===== config.mk =====
export PLATFORM = sky130hd
export DESIGN_NAME = ddc_regs
export DESIGN_NICKNAME = d
export VERILOG_FILES = /design/src/rtl/ddc_pkg.sv /design/src/rtl/ddc_sync.sv /design/src/rtl/ddc_regs.sv
export SDC_FILE = /design/constraint.sdc
export NUM_CORES = 1
export LEC_CHECK = 0
export ABC_AREA = 0
export BUFFER_PORTS_ARGS = -buffer_cell sky130_fd_sc_hd__clkbuf_2
export CORE_ASPECT_RATIO = 2
export CORE_MARGIN = 2
export CORE_UTILIZATION = 50
export CTS_CLUSTER_DIAMETER = 100
export CTS_CLUSTER_SIZE = 28
export DETAILED_ROUTE_END_ITERATION = 8
export GPL_TIMING_DRIVEN = 0
export MAX_ROUTING_LAYER = met4
export PLACE_DENSITY_LB_ADDON = 0.25
export SLEW_MARGIN = 20
export SYNTH_ARGS = -nofsm -noshare
export SYNTH_HDL_FRONTEND = slang
export SYNTH_SLANG_ARGS = --single-unit

===== constraint.sdc =====
create_clock -name clk -period 2.2 [get_ports clk]
set_input_delay 0.22 -clock clk [delete_from_list [all_inputs] [get_ports clk]]
set_output_delay 0.22 -clock clk [all_outputs]
set_load 0.05 [all_outputs]

===== src/rtl/ddc_pkg.sv =====
package ddc_pkg;

  // frame layout, msb first
  localparam int          FRAME_BITS  = 16;
  localparam int          F_CMD_HI    = 15;
  localparam int          F_CMD_LO    = 14;
  localparam int          F_ADR_HI    = 13;
  localparam int          F_ADR_LO    = 8;
  localparam int          F_DAT_HI    = 7;
  localparam int          F_DAT_LO    = 0;
  localparam int          LOCK_HI     = 7;
  localparam int          LOCK_LO     = 5;

  localparam logic [1:0]  CMD_WRITE   = 2'h2;
  localparam logic [1:0]  CMD_READ    = 2'h1;
  localparam logic [1:0]  RESP_READ   = 2'h1;

  // {primary_address_field, secondary_address_field}
  localparam logic [5:0]  ADR_OUT     = 6'h00;
  localparam logic [5:0]  ADR_MAP0    = 6'h04;
  localparam logic [5:0]  ADR_MAP1    = 6'h05;
  localparam logic [5:0]  ADR_STAT    = 6'h06;
  localparam logic [5:0]  ADR_OLC     = 6'h08;
  localparam logic [5:0]  ADR_LOCK    = 6'h28;

  localparam logic [7:0]  RST_OUT     = 8'h00;
  localparam logic [7:0]  RST_MAP0    = 8'h04;
  localparam logic [7:0]  RST_MAP1    = 8'h08;
  localparam logic [7:0]  RST_OLC     = 8'h00;

  localparam logic [2:0]  LOCK_ON     = 3'h6;
  localparam logic [2:0]  LOCK_OFF    = 3'h3;

  // clock counter of a frame, saturates at a value that is no byte multiple
  localparam int          CNT_W       = 10;
  localparam int          BYTE_BITS   = 3;
  localparam logic [9:0]  CNT_MIN     = 10'h010;
  localparam logic [9:0]  CNT_MAX     = 10'h3ff;
  localparam int          SYNC_W      = 5;

  typedef enum logic {
    ST_IDLE  = 1'b0,
    ST_SHIFT = 1'b1
  } ddc_state_t;

  typedef enum logic {
    RS_DIAG = 1'b0,
    RS_REG  = 1'b1
  } ddc_resp_t;

endpackage


===== src/rtl/ddc_sync.sv =====
`timescale 1ns/100ps
module ddc_sync #(
  parameter int WIDTH = 1
) (
  input  wire logic             clk,
  input  wire logic             srst,
  input  wire logic [WIDTH-1:0] d,
  output logic      [WIDTH-1:0] q
);

  typedef struct packed {
    logic [WIDTH-1:0] meta;
    logic [WIDTH-1:0] sync;
  } ddc_sync_s_t;

  ddc_sync_s_t s_q;
  ddc_sync_s_t s_d;

  // meta feeds only the second stage
  always_comb begin
    s_d      = s_q;
    s_d.meta = d;
    s_d.sync = s_q.meta;
  end

  always_ff @(posedge clk) begin
    if (srst) begin
      s_q <= '0;
    end else begin
      s_q <= s_d;
    end
  end

  assign q = s_q.sync;

endmodule


===== src/rtl/ddc_regs.sv =====
`timescale 1ns/100ps
// Summary of operation
// undervoltage bit 14 sticks until diagnosis word read out, one after reset
// bits 12-11 report mode: 01 limp home, 10 active, 11 idle
// transfer error bit 10 clears only after 16 plus multiple of 8 clocks
// first frame after reset sends input status with transfer error set
// second frame after reset is diagnosis word, error cleared if transfer good
// bit 8 flags off channel with test current whose drain is below threshold
// bits 7-0 carry per channel overload or overtemperature fault flags
// output enable bits switch channels on, reset all off
// input-0 map links channels to pin 0, reset links channel 2
// input-1 map links channels to pin 1, reset links channel 3
// input status register is the first content sent after reset
// status bit 7 mirrors transfer error, bits 6-2 reserved read zero
// status bits 1 and 0 show the levels of pins 1 and 0
// open-load register enables per channel test current, all off at reset
// write frame starts 10 with addresses and data, read frame starts 01
// reads of reserved or unused addresses answer with the diagnosis word
// lock code 110 blocks register writes, only 011 unlocks again
// channel on when its enable set or mapped to a high pin
module ddc_regs (
  input  wire logic       clk,
  input  wire logic       srst,
  input  wire logic       spi_cs_n,
  input  wire logic       spi_sclk,
  input  wire logic       spi_sdi,
  input  wire logic       in0_pin,
  input  wire logic       in1_pin,
  input  wire logic [7:0] channel_fault_flag,
  input  wire logic [7:0] drain_below_threshold,
  input  wire logic       supply_undervolt_event,
  input  wire logic [1:0] op_mode,
  output logic            spi_sdo,
  output logic            spi_sdo_oe,
  output logic      [7:0] channel_on,
  output logic      [7:0] test_current_enable
);

  typedef struct packed {
    ddc_pkg::ddc_state_t st;
    logic [15:0]         sh;
    logic [9:0]          cnt;
    logic                rose_seen;
    logic                cs_p;
    logic                sclk_p;
    logic                sdo;
    logic                sdo_oe;
    logic [7:0]          oe;
    logic [7:0]          map0;
    logic [7:0]          map1;
    logic [7:0]          olc;
    logic [7:0]          on;
    logic                uv;
    logic                transfer_error_flag;
    logic                first;
    logic                locked;
    ddc_pkg::ddc_resp_t  rsel;
    logic [5:0]          raddr;
  } ddc_regs_s_t;

  ddc_regs_s_t q;
  ddc_regs_s_t n;

  logic [4:0]  pins_s;
  logic        cs_s;
  logic        sclk_s;
  logic        sdi_s;
  logic        in0_s;
  logic        in1_s;
  logic        cs_fall;
  logic        cs_rise;
  logic        sclk_rise;
  logic        sclk_fall;
  logic        load;
  logic        frame_end;
  logic        valid;
  logic        open_load_off_flag;
  logic [1:0]  cmd;
  logic [5:0]  adr;
  logic [7:0]  dat;
  logic        known_rd;
  logic [7:0]  stat8;
  logic [7:0]  reg_val;
  logic [15:0] diag;

  // cs passes inverted so the sync flops reset to its idle level, no false fall
  // sdi rides the same sync delay as sclk, so the falling edge sees settled data
  ddc_sync #(
    .WIDTH (ddc_pkg::SYNC_W)
  ) u_sync (
    .clk  (clk),
    .srst (srst),
    .d    ({~spi_cs_n, spi_sclk, spi_sdi, in1_pin, in0_pin}),
    .q    (pins_s)
  );

  assign cs_s      = ~pins_s[4];
  assign sclk_s    = pins_s[3];
  assign sdi_s     = pins_s[2];
  assign in1_s     = pins_s[1];
  assign in0_s     = pins_s[0];
  assign cs_fall   = q.cs_p & ~cs_s;
  assign cs_rise   = ~q.cs_p & cs_s;
  assign sclk_rise = ~q.sclk_p & sclk_s;
  assign sclk_fall = q.sclk_p & ~sclk_s;
  assign load      = (q.st == ddc_pkg::ST_IDLE) & cs_fall;
  assign frame_end = (q.st == ddc_pkg::ST_SHIFT) & cs_rise;

  // daisy chains pass 16 plus whole bytes
  assign valid = (q.cnt >= ddc_pkg::CNT_MIN) & (q.cnt[ddc_pkg::BYTE_BITS-1:0] == '0);
  assign cmd   = q.sh[ddc_pkg::F_CMD_HI:ddc_pkg::F_CMD_LO];
  assign adr   = q.sh[ddc_pkg::F_ADR_HI:ddc_pkg::F_ADR_LO];
  assign dat   = q.sh[ddc_pkg::F_DAT_HI:ddc_pkg::F_DAT_LO];
  assign known_rd = adr inside {ddc_pkg::ADR_OUT, ddc_pkg::ADR_MAP0, ddc_pkg::ADR_MAP1,
                                ddc_pkg::ADR_STAT, ddc_pkg::ADR_OLC};

  // channels that are on never count as open load
  assign open_load_off_flag = |(~q.on & q.olc & drain_below_threshold);
  assign stat8 = {q.transfer_error_flag, 5'h00, in1_s, in0_s};
  assign diag  = {1'b0, q.uv, 1'b0, op_mode, q.transfer_error_flag, 1'b0, open_load_off_flag, channel_fault_flag};

  always_comb begin
    case (q.raddr)
      ddc_pkg::ADR_OUT:  reg_val = q.oe;
      ddc_pkg::ADR_MAP0: reg_val = q.map0;
      ddc_pkg::ADR_MAP1: reg_val = q.map1;
      ddc_pkg::ADR_STAT: reg_val = stat8;
      ddc_pkg::ADR_OLC:  reg_val = q.olc;
      default:           reg_val = 8'h00;
    endcase
  end

  always_comb begin
    n        = q;
    n.cs_p   = cs_s;
    n.sclk_p = sclk_s;
    n.sdo_oe = ~cs_s;
    n.on     = q.oe | (q.map0 & {8{in0_s}}) | (q.map1 & {8{in1_s}});
    case (q.st)
      ddc_pkg::ST_IDLE: begin
        if (cs_fall) begin
          n.st        = ddc_pkg::ST_SHIFT;
          n.cnt       = '0;
          n.rose_seen = 1'b0;
          n.sdo       = q.transfer_error_flag | sdi_s;
          if (q.rsel == ddc_pkg::RS_DIAG) begin
            n.sh = diag;
            n.uv = 1'b0;
          end else begin
            n.sh = {ddc_pkg::RESP_READ, q.raddr, reg_val};
          end
        end
      end
      ddc_pkg::ST_SHIFT: begin
        // before the first rising edge the line shows error or upstream data
        if (!q.rose_seen) begin
          n.sdo = q.transfer_error_flag | sdi_s;
        end
        if (sclk_rise) begin
          n.sdo       = q.sh[ddc_pkg::F_CMD_HI];
          n.rose_seen = 1'b1;
        end
        if (sclk_fall) begin
          n.sh = {q.sh[ddc_pkg::F_CMD_HI-1:0], sdi_s};
          if (q.cnt != ddc_pkg::CNT_MAX) begin
            n.cnt = q.cnt + 10'h001;
          end
        end
        if (cs_rise) begin
          n.st    = ddc_pkg::ST_IDLE;
          n.transfer_error_flag   = ~valid;
          n.first = 1'b0;
          n.rsel  = ddc_pkg::RS_DIAG;
          if (valid && cmd == ddc_pkg::CMD_WRITE) begin
            if (adr == ddc_pkg::ADR_LOCK) begin
              if (!q.locked && dat[ddc_pkg::LOCK_HI:ddc_pkg::LOCK_LO] == ddc_pkg::LOCK_ON) begin
                n.locked = 1'b1;
              end else if (q.locked && dat[ddc_pkg::LOCK_HI:ddc_pkg::LOCK_LO] == ddc_pkg::LOCK_OFF) begin
                n.locked = 1'b0;
              end
            end else if (!q.locked) begin
              case (adr)
                ddc_pkg::ADR_OUT:  n.oe   = dat;
                ddc_pkg::ADR_MAP0: n.map0 = dat;
                ddc_pkg::ADR_MAP1: n.map1 = dat;
                ddc_pkg::ADR_OLC:  n.olc  = dat;
                default: ;
              endcase
            end
          end
          // unknown addresses keep the diagnosis answer
          if (valid && cmd == ddc_pkg::CMD_READ && known_rd && !q.first) begin
            n.rsel  = ddc_pkg::RS_REG;
            n.raddr = adr;
          end
        end
      end
      default: n.st = ddc_pkg::ST_IDLE;
    endcase
    // a new event beats the readout clear
    if (supply_undervolt_event) begin
      n.uv = 1'b1;
    end
  end

  always_ff @(posedge clk) begin
    if (srst) begin
      q       <= '0;
      q.cs_p  <= 1'b1;
      q.oe    <= ddc_pkg::RST_OUT;
      q.map0  <= ddc_pkg::RST_MAP0;
      q.map1  <= ddc_pkg::RST_MAP1;
      q.olc   <= ddc_pkg::RST_OLC;
      q.uv    <= 1'b1;
      q.transfer_error_flag   <= 1'b1;
      q.first <= 1'b1;
      q.rsel  <= ddc_pkg::RS_REG;
      q.raddr <= ddc_pkg::ADR_STAT;
    end else begin
      q <= n;
    end
  end

  assign spi_sdo             = q.sdo;
  assign spi_sdo_oe          = q.sdo_oe;
  assign channel_on          = q.on;
  assign test_current_enable = q.olc;
endmodule


==> flow_metrics.env, run 1 <==
export IMPL_required_ps=2460
export IMPL_post_synth_num_cell_types=55
export IMPL_cellPowerDensity_nw_per_um2=660
export IMPL_status="finished, final reports clean"
export IMPL_clock_sinks=93
export IMPL_postSynthNetCount=565
export IMPL_grt_setup_unrepaired="true"
export IMPL_numnets_final=617
export IMPL_layout_drive_gt1_share=0.209
export IMPL_maxCapViolations=0
export IMPL_cts_made_buffers=9
export IMPL_grt_pass1_wl_mm=24.6
export IMPL_cts_tree="built"
export IMPL_cts_root_buffer_cell="sky130_fd_sc_hd__clkbuf_16"
export IMPL_grt_antenna_before_repair=0
export IMPL_first_global_vias=4578
export IMPL_total_leakage_power_nw=1.91
export IMPL_row_count=49
export IMPL_design_portCount=44
export IMPL_global_route_overflow_total=0
export IMPL_worstPathMaxFanout=10
export IMPL_detail_route_iter0_violations=430
export IMPL_min_period_ps=2190
export IMPL_worst_setup_path_type="reg -> reg"
export IMPL_crit_start="q[2]$_SDFFE_PP1P_"
export IMPL_finalWeightedCongestion=0.987
export IMPL_post_layout_total_power_w=0.00355
export IMPL_synth_edff_count=0
export IMPL_fp_dieArea_um2=10000
export IMPL_path_clk_slew_ps=60
export IMPL_critical_path_startpoint_type="flip-flop"
export IMPL_numPortBuffers=43
export IMPL_worst_r2r_cell_count=5
export IMPL_core_area_um2=8950
export IMPL_timing_fmax_mhz=457
export IMPL_ffs_w_async_s_r_synth=0
export IMPL_endpoint_kind="flip-flop"
export IMPL_floorplan_initialDensity=0.514
export IMPL_layout_cells_most_common="sky130_fd_sc_hd__dfxtp_1"
export IMPL_routed_via_count=4698
export IMPL_synth_area_um2=4600
export IMPL_cts_max_path_buffers=2
export IMPL_synth_cells=537
export IMPL_yosysSeqAreaShare=0.405
export IMPL_rr_startpoint="q[2]$_SDFFE_PP1P_"
export IMPL_cpPeakStageDelay_ps=520
export IMPL_grt_start_max_net_pins=17
export IMPL_route_antenna_remaining_nets=0
export IMPL_setup_viol=0
export IMPL_regToRegEndpoint="dat[6]$_SDFFE_PP0P_"
export IMPL_detailedRoute_firstPassIterationCount=6
export IMPL_hold_end="u_sync.s_d[4]$_SDFF_PP0_"
export IMPL_synth_main_ff_cell="sky130_fd_sc_hd__dfxtp_1"
export IMPL_final_setup_skew_ps=7.94
export IMPL_max_transition_viols_final=0
export IMPL_hold_depth=2
export IMPL_totalWireLength_mm=16.0
export IMPL_post_synth_cell_area_avg_um2=8.56
export IMPL_mostFrequentLayoutCells="90 x sky130_fd_sc_hd__dfxtp_1, 49 x sky130_fd_sc_hd__clkbuf_2, 44 x sky130_fd_sc_hd__a21oi_1, 29 x sky130_fd_sc_hd__nor2_1, 28 x sky130_fd_sc_hd__o21ai_0"
export IMPL_standard_cell_with_the_maximum_stage_delay_on_the_critical_path="sky130_fd_sc_hd__o22ai_1"
export IMPL_route_detailed_wl_per_inst_um=23.1
export IMPL_num_antenna_cells=0
export IMPL_timing_critical_path_cells="clkbuf_2 > mux2_2 > o22ai_1 > o311ai_0 > a31oi_1"
export IMPL_die_width_um=71.8
export IMPL_area_growth_synth_to_finish_pct=16.9
export IMPL_final_instance_count_excl_fill=695
export IMPL_slew_headroom=0.245
export IMPL_grt_use_total=0.338
export IMPL_die_y_um=140
export IMPL_worst_pin_slew_ps=1120
export IMPL_register_to_register_setup_slack_ps=10
export IMPL_yosys_warnings=0
export IMPL_drt_drc_violations_left=0
export IMPL_worst_skew_pair_late_latency_ps=350
export IMPL_dp_final_hpwl_mm=11.9
export IMPL_cts_max_level=3
export IMPL_worstHoldStart="spi_cs_n"
export IMPL_finalHoldViolations=0
export IMPL_ffs_latches_synth=93
export IMPL_whs_ps=25.1
export IMPL_worst_ep_arrival_time_ps=2440
export IMPL_final_period_utilization=0.994
export IMPL_drt_vias_per_instance=6.76
export IMPL_placedCellCount=682
export IMPL_worstHoldPathType="in -> reg"
export IMPL_ir_drop_v=0.000518
-- Yosys cell counts (5+ instances only) --
master,number,share of area
sky130_fd_sc_hd__o21ai_0,28,0.030
sky130_fd_sc_hd__clkbuf_1,34,0.028
sky130_fd_sc_hd__dfxtp_1,93,0.41
sky130_fd_sc_hd__a31oi_1,11,0.015
sky130_fd_sc_hd__and3_1,15,0.020
sky130_fd_sc_hd__nand3_1,24,0.026
sky130_fd_sc_hd__nor2b_1,14,0.019
sky130_fd_sc_hd__inv_1,11,0.0090
sky130_fd_sc_hd__a221oi_1,16,0.030
sky130_fd_sc_hd__nand2_1,26,0.021
sky130_fd_sc_hd__or4_1,6,0.0098
sky130_fd_sc_hd__nor2_1,30,0.024
sky130_fd_sc_hd__mux2_2,9,0.022
sky130_fd_sc_hd__a21oi_1,44,0.048
sky130_fd_sc_hd__mux2i_1,10,0.022
sky130_fd_sc_hd__nand4_1,22,0.030
sky130_fd_sc_hd__buf_2,5,0.0054
sky130_fd_sc_hd__buf_4,16,0.026
sky130_fd_sc_hd__nand3b_1,13,0.021
sky130_fd_sc_hd__nor3_1,12,0.013
sky130_fd_sc_hd__o31ai_1,23,0.038
-- critical path, delay by kind of cell (launching register included) --
kind	cells	cell delay [ps]
AO/OA/AOI/OAI	3	1100
buffers and inverters	1	290
multiplexers	1	380
flip-flops	1	320
-- final cells by class --
| type | count | area, um^2 |
|---|---|---|
| Clock inverter | 6 | 70.1 |
| Buffer | 56 | 298 |
| Clock buffer | 9 | 225 |
| Tap cell | 102 | 128 |
| Sequential cell | 93 | 1870 |
| Multi-Input combinational cell | 373 | 2520 |
| Inverter | 11 | 41.3 |
| Timing Repair Buffer | 45 | 230 |
| Fill cell | 828 | 3580 |
-- power by group --
group          switching [W]  internal, W
Combinational       0.000154    0.0000753
Clock               0.000684     0.000888
Sequential         0.0000333      0.00171
Total               0.000872      0.00267
-- registers in the layout, summed over array words and instances (netlist names) --
| name | cells |
|---|---|
| q | 47 |
| diag | 2 |
| u_sync.q | 5 |
| u_sync.s_d | 5 |
| cmd | 2 |
| spi_sdo | 1 |
| channel_on | 8 |
| test_current_enable | 8 |
| adr | 6 |
| spi_sdo_oe | 1 |
| dat | 8 |
-- stage by stage --
stage	cell area, um^2	TNS (ps)	worst slack (ps)	utilization
4_1_cts	5310	-9.89	-4.72	0.593
6_report	5380	0	14.1	0.601
5_1_grt	5380	-282	-120	0.601
2_1_floorplan	4600	0	173	-
3_5_place_dp	4950	-2550	-394	0.553
3_3_place_gp	4940	-5940	-429	0.552
-- cell families after synthesis --
family | share of synthesized area
compound gates | 0.227
fa+ha+maj | 0.00544
buf+inv | 0.0757
flops | 0.405
mux | 0.0438
simple gates | 0.243
-- worst max path at each step --
stage	depth (start not counted)	slack, ps	to
6_report	5	10	dat[6]$_SDFFE_PP0P_
3_5_place_dp	5	-390	dat[2]$_SDFFE_PP0P_
2_1_floorplan	8	170	test_current_enable[0]$_SDFFE_PP0P_
3_3_place_gp	5	-430	dat[2]$_SDFFE_PP0P_
4_1_cts	8	-5	test_current_enable[6]$_SDFFE_PP0P_
5_1_grt	5	-120	q[7]$_SDFFE_PP0P_
-- metal layers --
metal	track usage	routed length [um]	vias up
met1	0.324	5460	2244
met2	0.570	8240	250
li1	-	-	2122
met5	-	0	-
met3	0.0601	873	82
met4	0.276	1470	0
-- timing repair --
| action | in CTS | in global routing |
|---|---|---|
| pin swaps | 0 | 4 |
| buffers inserted | 0 | 2 |
| hold buffers | 0 | 0 |
| endpoints found under the setup margin | 24 | 40 |
| gates cloned | 0 | 0 |
| resized for setup | 15 | 22 |
No activity file was read; power rests on OpenSTA's default activity.
==> run 2, diff against run 1 <==
--- a/config.mk
+++ b/config.mk
@@ -9,7 +9,7 @@
 export BUFFER_PORTS_ARGS = -buffer_cell sky130_fd_sc_hd__clkbuf_2
 export CORE_ASPECT_RATIO = 2
 export CORE_MARGIN = 2
-export CORE_UTILIZATION = 50
+export CORE_UTILIZATION = 40
 export CTS_CLUSTER_DIAMETER = 100
 export CTS_CLUSTER_SIZE = 28
 export DETAILED_ROUTE_END_ITERATION = 8
==> flow_metrics.env, run 2 (same netlist as run 1, synthesis figures left out) <==
export IMPL_grt_setup_unrepaired="true"
export IMPL_ir_drop_v=0.000380
export IMPL_cts_hold_repair_buffers=0
export IMPL_placedCellCount=722
export IMPL_worst_setup_path_type="reg -> reg"
export IMPL_path_clk_slew_ps=70
export IMPL_grt_start_max_net_pins=17
export IMPL_area_growth_synth_to_finish_pct=18.2
export IMPL_clock_sinks=93
export IMPL_critPathTopFamily="simple AND/OR/NAND/NOR gates"
export IMPL_worst_pin_slew_ps=888
export IMPL_critical_path_startpoint_type="flip-flop"
export IMPL_cts_tree="built"
export IMPL_layout_drive_gt1_share=0.209
export IMPL_final_instance_count_excl_fill=736
export IMPL_global_route_overflow_total=0
export IMPL_worst_skew_pair_late_latency_ps=350
export IMPL_cpPeakStageDelay_ps=600
export IMPL_cts_max_path_buffers=2
export IMPL_design_portCount=44
export IMPL_total_negative_slack_for_setup_checks_ps=0
export IMPL_routed_via_count=4622
export IMPL_grt_antenna_before_repair=0
export IMPL_whs_ps=9.36
export IMPL_worstPathMaxFanout=10
export IMPL_core_area_um2=11300
export IMPL_route_detailed_wl_per_inst_um=21.7
export IMPL_fillerInstances=1119
export IMPL_setup_viol=0
export IMPL_final_setup_skew_ps=7.94
export IMPL_endpoint_kind="flip-flop"
export IMPL_total_leakage_power_nw=1.90
export IMPL_timing_critical_path_cells="or4bb_4 > or3_4 > buf_6 > buf_6 > o31ai_1 > a21oi_1"
export IMPL_first_global_vias=4543
export IMPL_fp_dieArea_um2=12400
export IMPL_drt_drc_violations_left=0
export IMPL_critical_path_top_cell_by_count="sky130_fd_sc_hd__buf_6"
export IMPL_required_ps=2410
export IMPL_dp_final_hpwl_mm=12.2
export IMPL_row_count=55
export IMPL_route_antenna_remaining_nets=0
export IMPL_totalWireLength_mm=16.0
export IMPL_slew_headroom=0.403
export IMPL_worstHoldPathType="in -> reg"
export IMPL_worst_slack_at_placement_ps=-303
export IMPL_num_antenna_cells=0
export IMPL_min_period_ps=2190
export IMPL_critical_path_n_buffers_inverters=2
export IMPL_grt_use_total=0.270
export IMPL_timing_fmax_mhz=457
export IMPL_die_width_um=79.8
export IMPL_drt_vias_per_instance=6.28
export IMPL_floorplan_initialDensity=0.407
export IMPL_max_transition_viols_final=0
export IMPL_numPortBuffers=43
export IMPL_cellPowerDensity_nw_per_um2=653
export IMPL_die_y_um=156
export IMPL_setup_ws_ps=11.6
export IMPL_largest_register_ffs=47
export IMPL_standard_cell_with_the_maximum_stage_delay_on_the_critical_path="sky130_fd_sc_hd__or4bb_4"
export IMPL_cts_root_buffer_cell="sky130_fd_sc_hd__clkbuf_16"
export IMPL_regMostFlops="q"
export IMPL_numnets_final=617
export IMPL_detailedRoute_firstPassIterationCount=5
export IMPL_status="finished, final reports clean"
export IMPL_finalWeightedCongestion=1.00
export IMPL_mostFrequentLayoutCells="91 x sky130_fd_sc_hd__dfxtp_1, 50 x sky130_fd_sc_hd__clkbuf_2, 44 x sky130_fd_sc_hd__a21oi_1, 29 x sky130_fd_sc_hd__nor2_1, 28 x sky130_fd_sc_hd__o21ai_0"
export IMPL_cts_made_buffers=9
export IMPL_finalHoldViolations=0
export IMPL_layout_cells_most_common="sky130_fd_sc_hd__dfxtp_1"
export IMPL_final_period_utilization=0.995
export IMPL_cts_max_level=3
export IMPL_detail_route_iter0_violations=431
export IMPL_grt_pass1_wl_mm=24.4
export IMPL_maxCapViolations=0
export IMPL_worst_ep_arrival_time_ps=2400
export IMPL_final_core_util=0.481
## run 2: worst paths after layout
check,from,end,slack [ps],cells after the start
max,adr[1]$_SDFFE_PP0P_,q[50]$_SDFFE_PP0P_,10,6
min,spi_cs_n,u_sync.s_d[4]$_SDFF_PP0_,9,2
max reg2reg,adr[1]$_SDFFE_PP0P_,q[50]$_SDFFE_PP0P_,10,6
min reg2reg,u_sync.s_d[2]$_SDFF_PP0_,u_sync.q[2]$_SDFF_PP0_,440,1
## run 2: area by class of cell
cell class / count / area [um^2] / share of cell area
clock buffer: 10 / 229 / 0.0421
inverter: 11 / 41.3 / 0.00760
buffer: 57 / 310 / 0.0571
clock inverter: 6 / 71.3 / 0.0131
tap: 142 / 178 / 0.0327
sequential: 93 / 1860 / 0.343
multi-input combinational: 373 / 2520 / 0.463
timing repair buffer: 44 / 223 / 0.0410
## run 2: through the flow
stage	cell area, um^2	power, W
after floorplan	4600	0.00190
after global placement	4990	0.00199
after detailed placement	5000	0.00200
after CTS	5320	0.00355
after global routing	5430	0.00366
final	5430	0.00355
## run 2: power breakdown
group	total (W)	switching, W	internal (W)
clock network	0.00158	0.000685	0.000891
logic	0.000227	0.000152	0.0000745
registers	0.00174	0.0000324	0.00171
## run 2: routing by layer
metal,global-route usage,vias up,routed length (um)
met5,-,-,0
met4,0.199,0,1280
met3,0.0394,83,761
met2,0.487,210,8530
met1,0.250,2206,5370
li1,-,2123,-
## run 2: repair_timing
action / in CTS / in global routing
setup buffers: 0 / 1
setup endpoints to repair: 24 / 43
gates resized for setup: 6 / 33
cloned: 0 / 0
pin swaps: 0 / 3
==> run 3, diff against run 2 <==
--- a/config.mk
+++ b/config.mk
@@ -9,7 +9,7 @@
 export BUFFER_PORTS_ARGS = -buffer_cell sky130_fd_sc_hd__clkbuf_2
 export CORE_ASPECT_RATIO = 2
 export CORE_MARGIN = 2
-export CORE_UTILIZATION = 40
+export CORE_UTILIZATION = 30
 export CTS_CLUSTER_DIAMETER = 100
 export CTS_CLUSTER_SIZE = 28
 export DETAILED_ROUTE_END_ITERATION = 8
@@ -19,4 +19,5 @@
 export SLEW_MARGIN = 20
 export SYNTH_ARGS = -nofsm -noshare
 export SYNTH_HDL_FRONTEND = slang
+export SYNTH_HIERARCHICAL = 1
 export SYNTH_SLANG_ARGS = --single-unit
==> flow_metrics.env, run 3 <==
export IMPL_finalHoldViolations=0
export IMPL_design_portCount=44
export IMPL_setup_viol=0
export IMPL_path_clk_slew_ps=70
export IMPL_grt_use_total=0.204
export IMPL_synth_cells=518
export IMPL_numnets_final=602
export IMPL_yosys_top_cells_area="sky130_fd_sc_hd__dfxtp_1 41%, sky130_fd_sc_hd__mux2i_1 9.0%, sky130_fd_sc_hd__nand2_1 4.8%, sky130_fd_sc_hd__buf_4 3.0%, sky130_fd_sc_hd__nor2_1 2.9%"
export IMPL_cts_root_buffer_cell="sky130_fd_sc_hd__clkbuf_16"
export IMPL_synth_area_um2=4570
export IMPL_detailedRoute_firstPassIterationCount=5
export IMPL_cts_max_level=3
export IMPL_total_leakage_power_nw=2.07
export IMPL_grt_setup_unrepaired="false"
export IMPL_final_setup_skew_ps=11.6
export IMPL_cellPowerDensity_nw_per_um2=640
export IMPL_cts_hold_repair_buffers=0
export IMPL_yosysSeqAreaShare=0.408
export IMPL_ffs_latches_synth=93
export IMPL_max_transition_viols_final=0
export IMPL_numPortBuffers=43
export IMPL_power_net_switching_w=0.000865
export IMPL_required_ps=2400
export IMPL_netlist_top_cells_count="93 x sky130_fd_sc_hd__dfxtp_1, 59 x sky130_fd_sc_hd__nand2_1, 41 x sky130_fd_sc_hd__mux2i_1"
export IMPL_timing_fmax_mhz=493
export IMPL_whs_ps=67.9
export IMPL_layout_cells_most_common="sky130_fd_sc_hd__dfxtp_1"
export IMPL_fp_dieArea_um2=16300
export IMPL_post_synth_num_cell_types=60
export IMPL_grt_pass1_wl_mm=24.2
export IMPL_grt_start_max_net_pins=16
export IMPL_critical_path_startpoint_type="flip-flop"
export IMPL_worstHoldPathType="in -> reg"
export IMPL_row_count=63
export IMPL_maxCapViolations=0
export IMPL_drt_drc_violations_left=0
export IMPL_cts_max_path_buffers=2
export IMPL_combinationalPowerShare=0.062
export IMPL_placedCellCount=756
export IMPL_global_route_overflow_total=0
export IMPL_num_antenna_cells=0
export IMPL_mostFrequentLayoutCells="92 x sky130_fd_sc_hd__dfxtp_1, 58 x sky130_fd_sc_hd__nand2_1, 44 x sky130_fd_sc_hd__clkbuf_2, 41 x sky130_fd_sc_hd__mux2i_1, 35 x sky130_fd_sc_hd__nor2_1"
export IMPL_die_y_um=178
export IMPL_worst_ep_arrival_time_ps=2230
export IMPL_route_antenna_remaining_nets=0
export IMPL_drt_vias_per_instance=5.44
export IMPL_worst_pin_slew_ps=903
export IMPL_status="finished, final reports clean"
export IMPL_dp_final_hpwl_mm=12.0
export IMPL_route_detailed_wl_per_inst_um=20.0
export IMPL_final_instance_count_excl_fill=774
export IMPL_postSynthNetCount=546
export IMPL_detail_route_iter0_violations=297
export IMPL_regMostFlops="q"
export IMPL_largest_register_ffs=47
export IMPL_synth_top_cell_area_share=0.408
export IMPL_floorplan_initialDensity=0.307
export IMPL_min_period_ps=2030
export IMPL_final_period_utilization=0.922
export IMPL_post_synth_cell_area_avg_um2=8.82
export IMPL_cell_internal_pwr_w=0.00255
export IMPL_synth_edff_count=0
export IMPL_worst_setup_path_type="reg -> reg"
export IMPL_clockPowerShare=0.429
export IMPL_layout_drive_gt1_share=0.200
export IMPL_cts_made_buffers=9
export IMPL_first_global_vias=4231
export IMPL_sw_frac_of_total=0.253
export IMPL_ir_drop_v=0.000447
export IMPL_endpoint_kind="flip-flop"
export IMPL_finalWeightedCongestion=0.924
export IMPL_synthMostInstantiatedCell="sky130_fd_sc_hd__dfxtp_1"
export IMPL_fillerInstances=1546
export IMPL_worstPathMaxFanout=10
export IMPL_p_seq_frac=0.509
export IMPL_grt_antenna_before_repair=0
export IMPL_ffs_w_async_s_r_synth=0
export IMPL_routed_via_count=4209
export IMPL_die_width_um=91.2
export IMPL_core_area_um2=14900
export IMPL_slew_headroom=0.389
export IMPL_cts_tree="built"
export IMPL_yosys_warnings=6
export IMPL_area_growth_synth_to_finish_pct=16.9
export IMPL_synthDominantAreaCellType="sky130_fd_sc_hd__dfxtp_1"
export IMPL_clock_sinks=93
export IMPL_synth_main_ff_cell="sky130_fd_sc_hd__dfxtp_1"
export IMPL_totalWireLength_mm=15.5
export IMPL_worst_skew_pair_late_latency_ps=360
==> run 3: worst paths after layout <==
| check | start | end | slack (ps) | cells after the start |
|---|---|---|---|---|
| hold / removal | supply_undervolt_event | diag[14]$_SDFFE_PP1P_ | 70 | 3 |
| setup / recovery | q[5]$_SDFFE_PP0P_ | dat[6]$_SDFFE_PP0P_ | 170 | 5 |
| hold reg to reg | u_sync/s_d[2]$_SDFF_PP0_ | u_sync/q[2]$_SDFF_PP0_ | 440 | 1 |
| setup reg to reg | q[5]$_SDFFE_PP0P_ | dat[6]$_SDFFE_PP0P_ | 170 | 5 |
==> run 3: kinds of logic (layout without fill, tap and decap cells) <==
| logic type | count (synthesis) | count (layout) | share of synthesized area |
|---|---|---|---|
| AO/OA/AOI/OAI | 108 | 108 | 0.164 |
| adder cells (fa/ha/maj) | 2 | 2 | 0.00548 |
| buffers and inverters | 61 | 122 | 0.0767 |
| flip-flops | 93 | 93 | 0.408 |
| multiplexers | 44 | 44 | 0.0973 |
| AND/OR/NAND/NOR | 210 | 210 | 0.249 |
==> run 3: what timing repair did <==
action,4_1_cts,5_1_grt
resized for setup,4,5
setup buffers,2,0
endpoints found under the setup margin,10,9
pin swaps,1,0
endpoints found under the hold margin,0,0
==> run 3: metrics by stage <==
stage / TNS, ps / area (um^2) / util / total power (W) / setup WS, ps
after global routing: 0 / 5340 / 0.358 / 0.00353 / 54.5
after detailed placement: -1770 / 5030 / 0.338 / 0.00199 / -252
after global placement: -1210 / 5030 / 0.337 / 0.00198 / -198
after CTS: 0 / 5320 / 0.357 / 0.00344 / 11.2
final: 0 / 5340 / 0.358 / 0.00342 / 172
after floorplan: 0 / 4570 / - / 0.00189 / 514
==> run 3: layer usage <==
layer	share of wire	track usage
met1	0.32	0.178
met2	0.54	0.366
met3	0.041	0.0334
met4	0.10	0.191
met5	0	-
==> run 3: worst max-delay path, stage by stage (launching register included) <==
cell and delay [ps]:
sky130_fd_sc_hd__dfxtp_1 530, sky130_fd_sc_hd__nor4b_2 130, sky130_fd_sc_hd__clkbuf_1 230, sky130_fd_sc_hd__and3_1 220
sky130_fd_sc_hd__o311ai_1 620, sky130_fd_sc_hd__a31oi_1 140
==> run 3: power groups by stage <==
stage	logic, W	registers [W]	clock network [W]
after floorplan	0.000122	0.00177	0
after global placement	0.000207	0.00178	0
after detailed placement	0.000210	0.00178	0
after CTS	0.000212	0.00174	0.00149
after global routing	0.000230	0.00174	0.00155
final	0.000213	0.00174	0.00146
==> run 3: area by class of cell <==
| class | count | area [um^2] | share of cell area |
|---|---|---|---|
| Clock inverter | 5 | 36.3 | 0.00680 |
| Multi-Input combinational cell | 364 | 2380 | 0.446 |
| Clock buffer | 11 | 233 | 0.0436 |
| Sequential cell | 93 | 1860 | 0.349 |
| Timing Repair Buffer | 45 | 230 | 0.0431 |
| Tap cell | 195 | 244 | 0.0457 |
| Inverter | 10 | 37.5 | 0.00703 |
| Buffer | 51 | 315 | 0.0591 |
